[src/core/cps_pkg.sv]
package cps_pkg;
  // ==========================================================
  // register map (byte addresses on the word bus)
  localparam logic [3:0] REG_CTRL = 4'h0;   // control word
  localparam logic [3:0] REG_STATUS = 4'h4; // state word
  // control fields
  localparam int CTRL_EDGE_BIT = 0;         // capture edge select
  localparam int CTRL_MODE_LSB = 1;         // two-bit width mode
  localparam int CTRL_REF_BIT = 3;          // pll reference select
  localparam logic [3:0] CTRL_RESET = 4'h1; // rising edge, 12-bit lf, pixel ref
  // status fields
  localparam int STAT_LOCK_BIT = 0;         // serializer locked
  localparam int STAT_VIOL_BIT = 1;         // sync spacing violation, w1c
  // ==========================================================
  // width and frequency modes
  localparam logic [1:0] MODE_LF12 = 2'h0;  // 12-bit, divide by 1
  localparam logic [1:0] MODE_HF12 = 2'h1;  // 12-bit, divide by 1.5
  localparam logic [1:0] MODE_TEN = 2'h2;   // 10-bit, divide by 2
  // payload bits per serial frame in each mode
  localparam logic [5:0] PAY_LF12 = 6'h0E;  // one pixel of 14
  localparam logic [5:0] PAY_HF12 = 6'h15;  // three pixels in two frames
  localparam logic [5:0] PAY_TEN = 6'h18;   // two pixels of 12
  localparam logic [5:0] PIX_W12 = 6'h0E;   // 12 data + 2 sync
  localparam logic [5:0] PIX_W10 = 6'h0C;   // 10 data + 2 sync
  localparam int FRAME_BITS = 28;           // bits per serial frame
  localparam int SLOT_BITS = 25;            // payload plus control bit
  // ==========================================================
  // timing
  localparam int CLK_MHZ = 125;             // system clock rate
  localparam int LOCK_TIME_US = 1000;       // lock wait, within the 2 ms bound
  localparam int LOCK_CYC_DEF = LOCK_TIME_US * CLK_MHZ;
  localparam logic [5:0] LAT_TEN = 6'h26;   // 38 pixel periods
  localparam logic [5:0] LAT_12 = 6'h0D;    // 13 pixel periods
  localparam int DLY_DEPTH = 38;            // longest latency line
  localparam logic [3:0] ACT_RELOAD = 4'hF; // pixel clock activity window
  localparam logic [3:0] SYNC_GAP = 4'h9;   // ten-bit least toggle spacing - 1
  // lock sequencer states
  typedef enum logic [2:0] {
    ST_PD = 3'b001,
    ST_ACQ = 3'b010,
    ST_LOCK = 3'b100
  } cps_lock_t;
endpackage

[src/core/cps_enc_if.sv]
// ============================================================
// slot hand-off from framer to line encoder
interface cps_enc_if;
  logic slot_vld;                     // slot leaves delay line
  logic [24:0] slot;                  // control bit and payload
  logic idle_high;                    // power-down, drive static high
  logic [27:0] word;                  // encoded serial frame
  logic word_stb;                     // one frame on the line
  modport framer (output slot_vld, slot, idle_high, input word, word_stb);
  modport enc (input slot_vld, slot, idle_high, output word, word_stb);
endinterface

[src/core/cps_enc.sv]
module cps_enc
  import cps_pkg::*;
(
  // clock and reset
  input wire logic clk,
  input wire logic rst,
  // slot stream
  cps_enc_if.enc e
);
  // ==========================================================
  // parity and dc balance
  logic [25:0] body;                  // slot with even parity bit
  logic inv;                          // invert to keep ones at or below half
  always_comb begin
    body = {^e.slot, e.slot};
    inv = ($countones(body) > 13);
  end

  // ==========================================================
  // output frame: marker pair gives an embedded clock edge per frame
  always_ff @(posedge clk or posedge rst) begin
    if (rst) begin
      e.word <= '1;
      e.word_stb <= 1'b0;
    end else if (e.idle_high) begin
      e.word <= '1;                   // static high while powered down
      e.word_stb <= 1'b0;
    end else if (e.slot_vld) begin
      e.word <= {~inv, inv, inv ? ~body : body};
      e.word_stb <= 1'b1;
    end else begin
      e.word_stb <= 1'b0;
    end
  end
endmodule // cps_enc

[src/core/cps_front.sv]
// Local design decisions: the address map and the Avalon-MM interface to the registers.
module cps_front
  import cps_pkg::*;
#(
  parameter int unsigned LOCK_CYC = LOCK_CYC_DEF // lock wait in clocks
) (
  // clock and reset
  input wire logic CLK,
  input wire logic RST,
  // avalon-mm slave
  input wire logic [3:0] AVS_ADDRESS,
  input wire logic AVS_READ,
  input wire logic AVS_WRITE,
  input wire logic [31:0] AVS_WRITEDATA,
  input wire logic [3:0] AVS_BYTEENABLE,
  output logic [31:0] AVS_READDATA,
  output logic AVS_WAITREQUEST,
  // imager pins
  input wire logic PCLK,
  input wire logic [11:0] DATA_IN,
  input wire logic LINE_SYNC,
  input wire logic FRAME_SYNC,
  input wire logic CTRL_BIT,
  input wire logic POWERDOWN_N_PIN,
  // serial side
  output logic [27:0] DOUT_WORD,
  output logic DOUT_STB,
  output logic LOCKED
);
  // ==========================================================
  // pin synchronisers; stage one feeds stage two only
  logic [16:0] s1_ff;                 // first stage
  logic [16:0] s2_ff;                 // second stage, safe to use
  logic pclk_d_ff;                    // previous pixel clock level
  always_ff @(posedge CLK or posedge RST) begin
    if (RST) begin
      s1_ff <= '0;
      s2_ff <= '0;
      pclk_d_ff <= 1'b0;
    end else begin
      s1_ff <= {POWERDOWN_N_PIN, CTRL_BIT, PCLK, FRAME_SYNC, LINE_SYNC, DATA_IN};
      s2_ff <= s1_ff;
      pclk_d_ff <= s2_ff[14];
    end
  end
  logic [11:0] dat_s;                 // data bits
  logic [1:0] sync_s;                 // {frame, line} sync
  logic pclk_s;                       // pixel clock level
  logic ctrl_s;                       // control channel bit
  logic pd_n_s;                       // power-down pin, low active
  assign dat_s = s2_ff[11:0];
  assign sync_s = s2_ff[13:12];
  assign pclk_s = s2_ff[14];
  assign ctrl_s = s2_ff[15];
  assign pd_n_s = s2_ff[16];

  // ==========================================================
  // control register
  logic [3:0] ctrl_ff;                // edge, mode, reference
  logic viol_ff;                      // sticky sync spacing error
  logic edge_sel;                     // 1 rising, 0 falling
  logic [1:0] mode;                   // width and frequency mode
  logic ref_osc;                      // 1 external oscillator reference
  logic ten;                          // ten-bit mode
  assign edge_sel = ctrl_ff[CTRL_EDGE_BIT];
  assign mode = ctrl_ff[CTRL_MODE_LSB +: 2];
  assign ref_osc = ctrl_ff[CTRL_REF_BIT];
  assign ten = (mode == MODE_TEN);

  // ==========================================================
  // bus slave: one wait cycle, answer on the second edge
  logic bus_req;                      // request present
  logic bus_go;                       // edge where master sees waitrequest low
  assign bus_req = AVS_READ | AVS_WRITE;
  assign bus_go = bus_req & ~AVS_WAITREQUEST;
  always_ff @(posedge CLK or posedge RST) begin
    if (RST) begin
      AVS_WAITREQUEST <= 1'b1;
    end else begin
      AVS_WAITREQUEST <= ~(bus_req & AVS_WAITREQUEST);
    end
  end
  // read data loaded during the wait cycle, stable at the answer edge
  always_ff @(posedge CLK or posedge RST) begin
    if (RST) begin
      AVS_READDATA <= '0;
    end else if (AVS_READ & AVS_WAITREQUEST) begin
      unique case (AVS_ADDRESS)
        REG_CTRL: AVS_READDATA <= {28'h0, ctrl_ff};
        REG_STATUS: AVS_READDATA <= {30'h0, viol_ff, LOCKED};
        default: AVS_READDATA <= '0; // unmapped reads zero
      endcase
    end
  end
  // settings may be rewritten any time; a change forces a fresh lock
  always_ff @(posedge CLK or posedge RST) begin
    if (RST) begin
      ctrl_ff <= CTRL_RESET;
    end else if (bus_go & AVS_WRITE & AVS_BYTEENABLE[0] & (AVS_ADDRESS == REG_CTRL)) begin
      ctrl_ff <= AVS_WRITEDATA[3:0];
    end
  end

  // ==========================================================
  // capture on the selected pixel clock edge
  logic cap;                          // one pixel taken this cycle
  logic [13:0] pix;                   // pixel with sync in low bits
  logic [5:0] pix_w;                  // pixel width in bits
  logic [5:0] pay_w;                  // payload bits per frame
  always_comb begin
    cap = edge_sel ? (pclk_s & ~pclk_d_ff) : (~pclk_s & pclk_d_ff);
    pix = ten ? {2'h0, dat_s[9:0], sync_s} : {dat_s, sync_s};
    pix_w = ten ? PIX_W10 : PIX_W12;
    unique case (mode)
      MODE_HF12: pay_w = PAY_HF12;
      MODE_TEN: pay_w = PAY_TEN;
      default: pay_w = PAY_LF12;      // code 3 runs as low frequency
    endcase
  end

  // ==========================================================
  // lock sequencer; a pixel clock reference needs recent edges
  cps_lock_t st_ff;                   // lock state
  logic [31:0] lock_cnt_ff;           // acquisition timer
  logic [3:0] act_ff;                 // pixel clock activity timer
  logic [3:0] cfg_ff;                 // settings seen at lock
  logic ref_ok;                       // reference clock running
  logic locked;                       // link carries frames
  assign ref_ok = ref_osc | (act_ff != 4'h0);
  assign locked = (st_ff == ST_LOCK);
  always_ff @(posedge CLK or posedge RST) begin
    if (RST) begin
      act_ff <= 4'h0;
    end else if (pclk_s != pclk_d_ff) begin
      act_ff <= ACT_RELOAD;
    end else if (act_ff != 4'h0) begin
      act_ff <= act_ff - 4'h1;
    end
  end
  always_ff @(posedge CLK or posedge RST) begin
    if (RST) begin
      st_ff <= ST_PD;
      lock_cnt_ff <= '0;
      cfg_ff <= CTRL_RESET;
    end else begin
      unique case (st_ff)
        ST_PD: begin
          lock_cnt_ff <= '0;
          if (pd_n_s) begin
            st_ff <= ST_ACQ;
          end
        end
        ST_ACQ: begin
          if (!pd_n_s) begin
            st_ff <= ST_PD;
          end else if (!ref_ok) begin
            lock_cnt_ff <= '0;        // wait for a live reference
          end else if (lock_cnt_ff == 32'(LOCK_CYC - 1)) begin
            st_ff <= ST_LOCK;
            cfg_ff <= ctrl_ff;
          end else begin
            lock_cnt_ff <= lock_cnt_ff + 32'h1;
          end
        end
        ST_LOCK: begin
          lock_cnt_ff <= '0;
          if (!pd_n_s) begin
            st_ff <= ST_PD;
          end else if (!ref_ok || (cfg_ff != ctrl_ff)) begin
            st_ff <= ST_ACQ;
          end
        end
      endcase
    end
  end
  always_ff @(posedge CLK or posedge RST) begin
    if (RST) begin
      LOCKED <= 1'b0;
    end else begin
      LOCKED <= locked;
    end
  end

  // ==========================================================
  // bit accumulator: packs pixels into frame payloads
  logic [31:0] acc_ff;                // pending bits, oldest at bit 0
  logic [5:0] cnt_ff;                 // pending bit count
  logic [31:0] acc_sum;               // with the new pixel appended
  logic [5:0] cnt_sum;                // count with the new pixel
  logic frame_rdy;                    // a full payload is pending
  logic [31:0] pay_mask;              // keeps payload bits only
  always_comb begin
    acc_sum = acc_ff | (32'(pix) << cnt_ff);
    cnt_sum = cnt_ff + pix_w;
    frame_rdy = cap & locked & (cnt_sum >= pay_w);
    pay_mask = (32'h1 << pay_w) - 32'h1;
  end
  always_ff @(posedge CLK or posedge RST) begin
    if (RST) begin
      acc_ff <= '0;
      cnt_ff <= '0;
    end else if (!locked) begin
      acc_ff <= '0;
      cnt_ff <= '0;
    end else if (frame_rdy) begin
      acc_ff <= acc_sum >> pay_w;
      cnt_ff <= cnt_sum - pay_w;
    end else if (cap) begin
      acc_ff <= acc_sum;
      cnt_ff <= cnt_sum;
    end
  end

  // ==========================================================
  // latency line, advanced once per pixel period
  logic [25:0] dly_ff [DLY_DEPTH];    // valid flag and slot
  logic [5:0] lat;                    // tap depth for this mode
  assign lat = ten ? LAT_TEN : LAT_12;
  always_ff @(posedge CLK or posedge RST) begin
    if (RST) begin
      for (int i = 0; i < DLY_DEPTH; i++) begin
        dly_ff[i] <= '0;
      end
    end else if (!locked) begin
      for (int i = 0; i < DLY_DEPTH; i++) begin
        dly_ff[i] <= '0;
      end
    end else if (cap) begin
      dly_ff[0] <= {frame_rdy, ctrl_s, 24'(acc_sum & pay_mask)};
      for (int i = 1; i < DLY_DEPTH; i++) begin
        dly_ff[i] <= dly_ff[i - 1];
      end
    end
  end

  // ==========================================================
  // line encoder; one 28-bit word per frame sets the line rate
  cps_enc_if eif ();
  assign eif.slot_vld = cap & locked & dly_ff[lat - 6'h1][25];
  assign eif.slot = dly_ff[lat - 6'h1][24:0];
  assign eif.idle_high = ~pd_n_s | (st_ff == ST_PD);
  cps_enc u_enc (
    .clk(CLK),
    .rst(RST),
    .e(eif.enc)
  );
  assign DOUT_WORD = eif.word;
  assign DOUT_STB = eif.word_stb;

  // ==========================================================
  // ten-bit sync spacing monitor; imager fault is only reported
  logic [1:0] sync_last_ff;           // sync value at last capture
  logic [3:0] gap_ff;                 // captures since last toggle
  logic sync_tog;                     // sync changed at this capture
  assign sync_tog = cap & (sync_s != sync_last_ff);
  always_ff @(posedge CLK or posedge RST) begin
    if (RST) begin
      sync_last_ff <= '0;
      gap_ff <= 4'hF;
    end else if (cap) begin
      sync_last_ff <= sync_s;
      gap_ff <= sync_tog ? 4'h0 : ((gap_ff == 4'hF) ? gap_ff : gap_ff + 4'h1);
    end
  end
  // set wins over a same-cycle write-one clear
  always_ff @(posedge CLK or posedge RST) begin
    if (RST) begin
      viol_ff <= 1'b0;
    end else if (ten & sync_tog & (gap_ff < SYNC_GAP)) begin
      viol_ff <= 1'b1;
    end else if (bus_go & AVS_WRITE & AVS_BYTEENABLE[0] & (AVS_ADDRESS == REG_STATUS)
                 & AVS_WRITEDATA[STAT_VIOL_BIT]) begin
      viol_ff <= 1'b0;
    end
  end
endmodule // cps_front

[config.mk]
export PLATFORM = sky130hd
export DESIGN_NAME = cps_front
export DESIGN_NICKNAME = d
export VERILOG_FILES = /design/src/core/cps_pkg.sv /design/src/core/cps_enc_if.sv /design/src/core/cps_enc.sv /design/src/core/cps_front.sv
export SDC_FILE = /design/constraint.sdc
export NUM_CORES = 2
export LEC_CHECK = 0
export BUFFER_PORTS_ARGS = -buffer_cell sky130_fd_sc_hd__buf_2
export CORE_MARGIN = 1
export CORE_UTILIZATION = 65
export CTS_BUF_LIST = sky130_fd_sc_hd__clkbuf_8
export DETAILED_ROUTE_END_ITERATION = 16
export GPL_ROUTABILITY_DRIVEN = 1
export HOLD_SLACK_MARGIN = 0.03
export PLACE_DENSITY = 0.79
export SETUP_SLACK_MARGIN = 0.4
export SYNTH_ARGS = -nofsm -noshare
export SYNTH_HDL_FRONTEND = slang
export SYNTH_HIERARCHICAL = 1
export SYNTH_SLANG_ARGS = --single-unit
[constraint.sdc]
create_clock -name CLK -period 43.1 [get_ports CLK]
set_clock_uncertainty 0.05 [all_clocks]
set_input_delay 8.62 -clock CLK [delete_from_list [all_inputs] [get_ports CLK]]
set_output_delay 8.62 -clock CLK [all_outputs]
set_load 0.005 [all_outputs]
* Word level (Yosys, flattened, before mapping)
Index checks and enable logic that the tools add are counted.
** Storage, ports and cells
- Register bits after elaboration :: 1178
- Bits of input ports :: 61
- Word-level logic and storage cells :: 196
** Cells by class
- $add $sub $neg :: 32
- Magnitude comparators :: 4
- Equal/unequal tests :: 20
- Shifts and indexed selects :: 3
- Multiplexer cells :: 39
- Bitwise logic cells :: 29
- Reductions and logical operators :: 13
** Operator list (number)
- two-way mux 988 bit :: 2
- adder 32 bit :: 12
- two-way mux 32 bit :: 6
- binary-select mux 26 bit (select 6 bit) :: 1
- two-way mux 26 bit :: 3
- case mux 32 bit (2 select lines) :: 1
- two-way mux 28 bit :: 2
- adder 32 x 1 -> 32 bit, second input constant :: 1
- equality test 32 x 17 -> 1 bit, second input constant :: 1
- > comparator 32 x 5 -> 1 bit, second input constant :: 1
- bitwise OR 32 bit :: 1
- left shift 14 x 6 -> 32 bit :: 1
- >> shifter 32 x 5 -> 32 bit :: 1
- adder 1 x 1 -> 2 bit :: 13
- NOT 26 bit :: 1
- XOR reduction 25 bit :: 1
- bitwise AND 24 bit :: 1
- two-way mux 6 bit :: 4
- left shift 1 x 5 -> 24 bit, first input constant :: 1
- subtractor 24 x 1 -> 24 bit, second input constant :: 1
- two-way mux 3 bit :: 6
- bitwise AND 1 bit :: 16
- two-way mux 4 bit :: 4
- two-way mux 14 bit :: 1
- 37 further kinds :: 58

* Depth between registers and ports, before layout
- Depth after elaboration :: 16
- Mapped depth :: 27
- Depth with buffers taken out :: 24

* Cells and area by module
Netlist, hierarchy kept.
** By module, submodules not included
- cps_front :: instances 1, cells an instance 3268, area an instance 43574.3 µm², sequential area each 28061.9 µm²
- cps_enc :: instances 1, cells an instance 237, area an instance 2542.4 µm², sequential area each 760.7 µm²

* Worst setup path before layout
OpenSTA, ideal clock, no wires.
- Kind :: input -> register
- Start :: input AVS_ADDRESS[1]
- End :: register ctrl_ff[3]
- Setup time :: 0.125 ns
- Arrival time :: 9.851 ns
- Required time :: 42.925 ns
- Setup slack :: 33.074 ns
- Stages on the path :: 3
- Buffers on the path :: 0
- Path through :: or3_1 -> nor3_1 -> mux2_2
** On the way
- Longest elaborated chain between the ends :: 2
** RTL lines
- start: declaration :: line cps_front.sv:11 : input wire logic [3:0] AVS_ADDRESS,
- zero test 4 bit :: line cps_front.sv:99 : end else if (bus_go & AVS_WRITE & AVS_BYTEENABLE[0] & (AVS_ADDRESS == REG_CTRL)) begin
- bitwise AND 1 bit :: line cps_front.sv:99
- end signal: assignment :: line cps_front.sv:100 : ctrl_ff <= AVS_WRITEDATA[3:0];
- end: declaration :: line cps_front.sv:59 : logic [3:0] ctrl_ff;
No other way between the ends.
A chain may end at the register's enable or synchronous reset.

==> results.ini <==
[status]
outcome = completed

[route]
dr.pass1.iters = 5
num_vias = 29289
wire_per_inst_um = 21.7
viasPerCell = 6.39
drt_iter0_markers = 2813
drc = 0
routed_wl_mm = 99.6
final_antenna_net_count = 0

[power_and_ir_drop]
p_sw_share_pct = 25.2
pwr-share-comb_pct = 6.6
p_per_area_nw_per_um2 = 42.8
p_switching_uw = 547
p_int_mw = 1.62
p_leak_nw = 24.2
p_clk_share_pct = 42.7
ir_worst_vdd_mv = 0.0286
seqPwrFrac_pct = 50.7

[logic_synthesis]
synthArstFlopShare_pct = 100
syn_avg_cell_area_um2 = 13.2
synthFlopType = dfrtp_1
seq_area_frac_synth_pct = 62.5
yosys_warnings = 6
synth_top_area_share_pct = 60.4
synth_edf_count = 0
netlist_instances = 3505
ys_ff_latch = 1150
syn_area_um2 = 46100
post-synth-top-area-cell = dfrtp_1
netlist_top_cells_area = dfrtp_1 (60%), a22o_1 (18%), clkbuf_1 (2.2%), dfstp_2 (2.1%), mux2_2 (1.2%)
synthDistinctLibCells = 86

[clock_tree]
numClockSinks = 1150
clockBufferDepth = 3
ctsHtreeMaxLevel = 4
cts_resized = 0
root_buffer = clkbuf_8
cts_hold_buf = 0
insertion_delay_ns = 0.83
cts_tree = yes
postCtsSetupRepairBufs = 0
clk_pin_slew_ns = 0.06
cts_made_buffers = 175

[place]
portBuffers = 64
dp_hpwl_mm = 59.5
placed_cells_incl_taps = 4268
gp_congestion = 0.860

[final_layout]
nNetsFinal = 3623
final_cell_count_no_fill = 4584
final_common_cell = dfrtp_1
drive_above_1_share_pct = 13.6
area_delta_synth_final_pct = 9.68
final_cell_mix = dfrtp_1 (1114), a22o_1 (974), clkbuf_8 (224), inv_1 (133), nor2_1 (122)

[timing]
hold_viol = 0
finalCriticalPeriod_ns = 12.54
grt_setup_unrepaired = no
tns_ns = 0
setup_violations = 0
slew_viol_final = 0
timing.fmax_mhz = 79.8
worst_pin_slew_ns = 1.40
max_slew_margin_pct = 6.42
fin_crit_sh_pct = 29.1

[setup_path]
worstPathRequired_ns = 43.85
worstReg2RegStart = ctrl_ff[1]
crit_arrival_ns = 13.29
rr_worst_depth = 22
crit_type = input pin to async pin
r2r-end = u_enc/e.word[8]
endpoint_kind = async pin
start_kind = input pin
reg2reg_slack_ns = 34.74
critPathMaxFanout = 121

[job]
max-cap-violations = 0

[global_routing]
antenna_found_initial = 2
grtUsageTotal_pct = 28.3
grt_max_degree = 270
grt_pass1_wl_mm = 161
grt_pass1_vias = 29458
grt_overflow_total = 0

[floorplan]
num_rows = 97
core_um2 = 70100
die_h_um = 268
pin_count = 124
die_x_um = 268
die-area_um2 = 72000
start_util_pct = 65.7

[min_path]
holdPathEnd = s2_ff[6]
hp-start = s1_ff[6]
min_delay_path_depth = 0
worstHoldPathType = register to register

## worst max-delay path, stage by stage
cell and delay [ns]:
buf_2 0.14, inv_8 0.54, buf_4 0.92, buf_4 0.94
buf_4 0.94, buf_4 0.92
## worst max-delay path by stage
stage / start / end / cells after the start
6_report: RST / dly_ff[168] / 6
3_5_place_dp: RST / dly_ff[277] / 6
4_1_cts: RST / dly_ff[297] / 6
2_1_floorplan: RST / AVS_READDATA[0] / 1
3_3_place_gp: RST / dly_ff[251] / 6
5_1_grt: RST / dly_ff[297] / 6
## cell usage after synthesis (all sizes together) (8+ instances only)
cell type,instances
inv,77
and3,13
nand2,110
o22ai,9
nand4,10
fa,19
a221oi,11
xor2,31
a21o,9
ha,38
mux4,14
o21ai,66
clkbuf,268
a22oi,17
nand3,28
dfstp,36
dfrtp,1114
buf,49
nor4,11
mux2i,36
a211oi,8
a21oi,60
xnor2,50
mux2,52
a211o,29
nor2b,38
o211ai,15
or2,10
o31ai,12
nor2,126
nor3,28
a31oi,17
a22o,974
nand2b,17
## flip-flops by register name, indices dropped and copies added (netlist names), 2 cells and up
name and count:
sync_last_ff 2, cnt_ff 6, act_ff 4, u_enc/e.word 28, s2_ff 17, acc_ff 32, lock_cnt_ff 32, gap_ff 4
st_ff 3, AVS_READDATA 4, cfg_ff 4, dly_ff 988, ctrl_ff 4, s1_ff 17
## stage by stage
step	setup slack (ns)	util (%)	area (µm²)	hold WS [ns]	total power [mW]
6_report	30.56	72.1	50600	0.297	2.17
5_1_grt	29.68	72.1	50600	0.300	2.25
4_1_cts	30.36	72.1	50600	0.298	2.19
3_5_place_dp	29.44	66.8	46800	0.285	1.26
3_3_place_gp	29.63	66.8	46800	0.282	1.25
2_1_floorplan	2.88	-	46200	0.281	1.22
## power by group through the flow
| stage | combinational, mW | clock, mW | sequential, mW |
|---|---|---|---|
| after global placement | 0.138 | 0 | 1.12 |
| after global routing | 0.156 | 0.993 | 1.10 |
| after floorplan | 0.101 | 0 | 1.12 |
| final | 0.143 | 0.925 | 1.10 |
| after CTS | 0.142 | 0.946 | 1.10 |
| after detailed placement | 0.141 | 0 | 1.12 |
## kinds of logic (layout without fill, tap and decap cells)
group	after synthesis	after routing	share of synthesized area, %
AO/OA/AOI/OAI	1290	1290	23.2
XOR/XNOR	83	83	1.64
adder cells (fa/ha/maj)	57	57	1.86
buffers and inverters	397	508	3.53
flip-flops	1150	1150	62.5
multiplexers	102	102	2.74
other	1	29	0.00813
AND/OR/NAND/NOR	425	425	4.49
## metal layers
| metal | up-vias | wire, µm | GRT usage, % |
|---|---|---|---|
| met1 | 15212 | 45200 | 41.5 |
| met2 | 693 | 48000 | 43.9 |
| met5 | - | 0 | 0 |
| li1 | 13195 | - | - |
| met4 | 0 | 2310 | 9.15 |
| met3 | 189 | 4060 | 4.29 |
## cell type report
type                       count  area (µm²)
antenna                        1        2.50
clock buffer                 224        3080
clock inverter                91         644
fill                        4583       19600
inverter                      80         308
multi-input combinational   1985       15800
sequential                  1150       28800
tap                          940        1180
timing repair buffer         113         738
(Power assumes the default switching activity.)
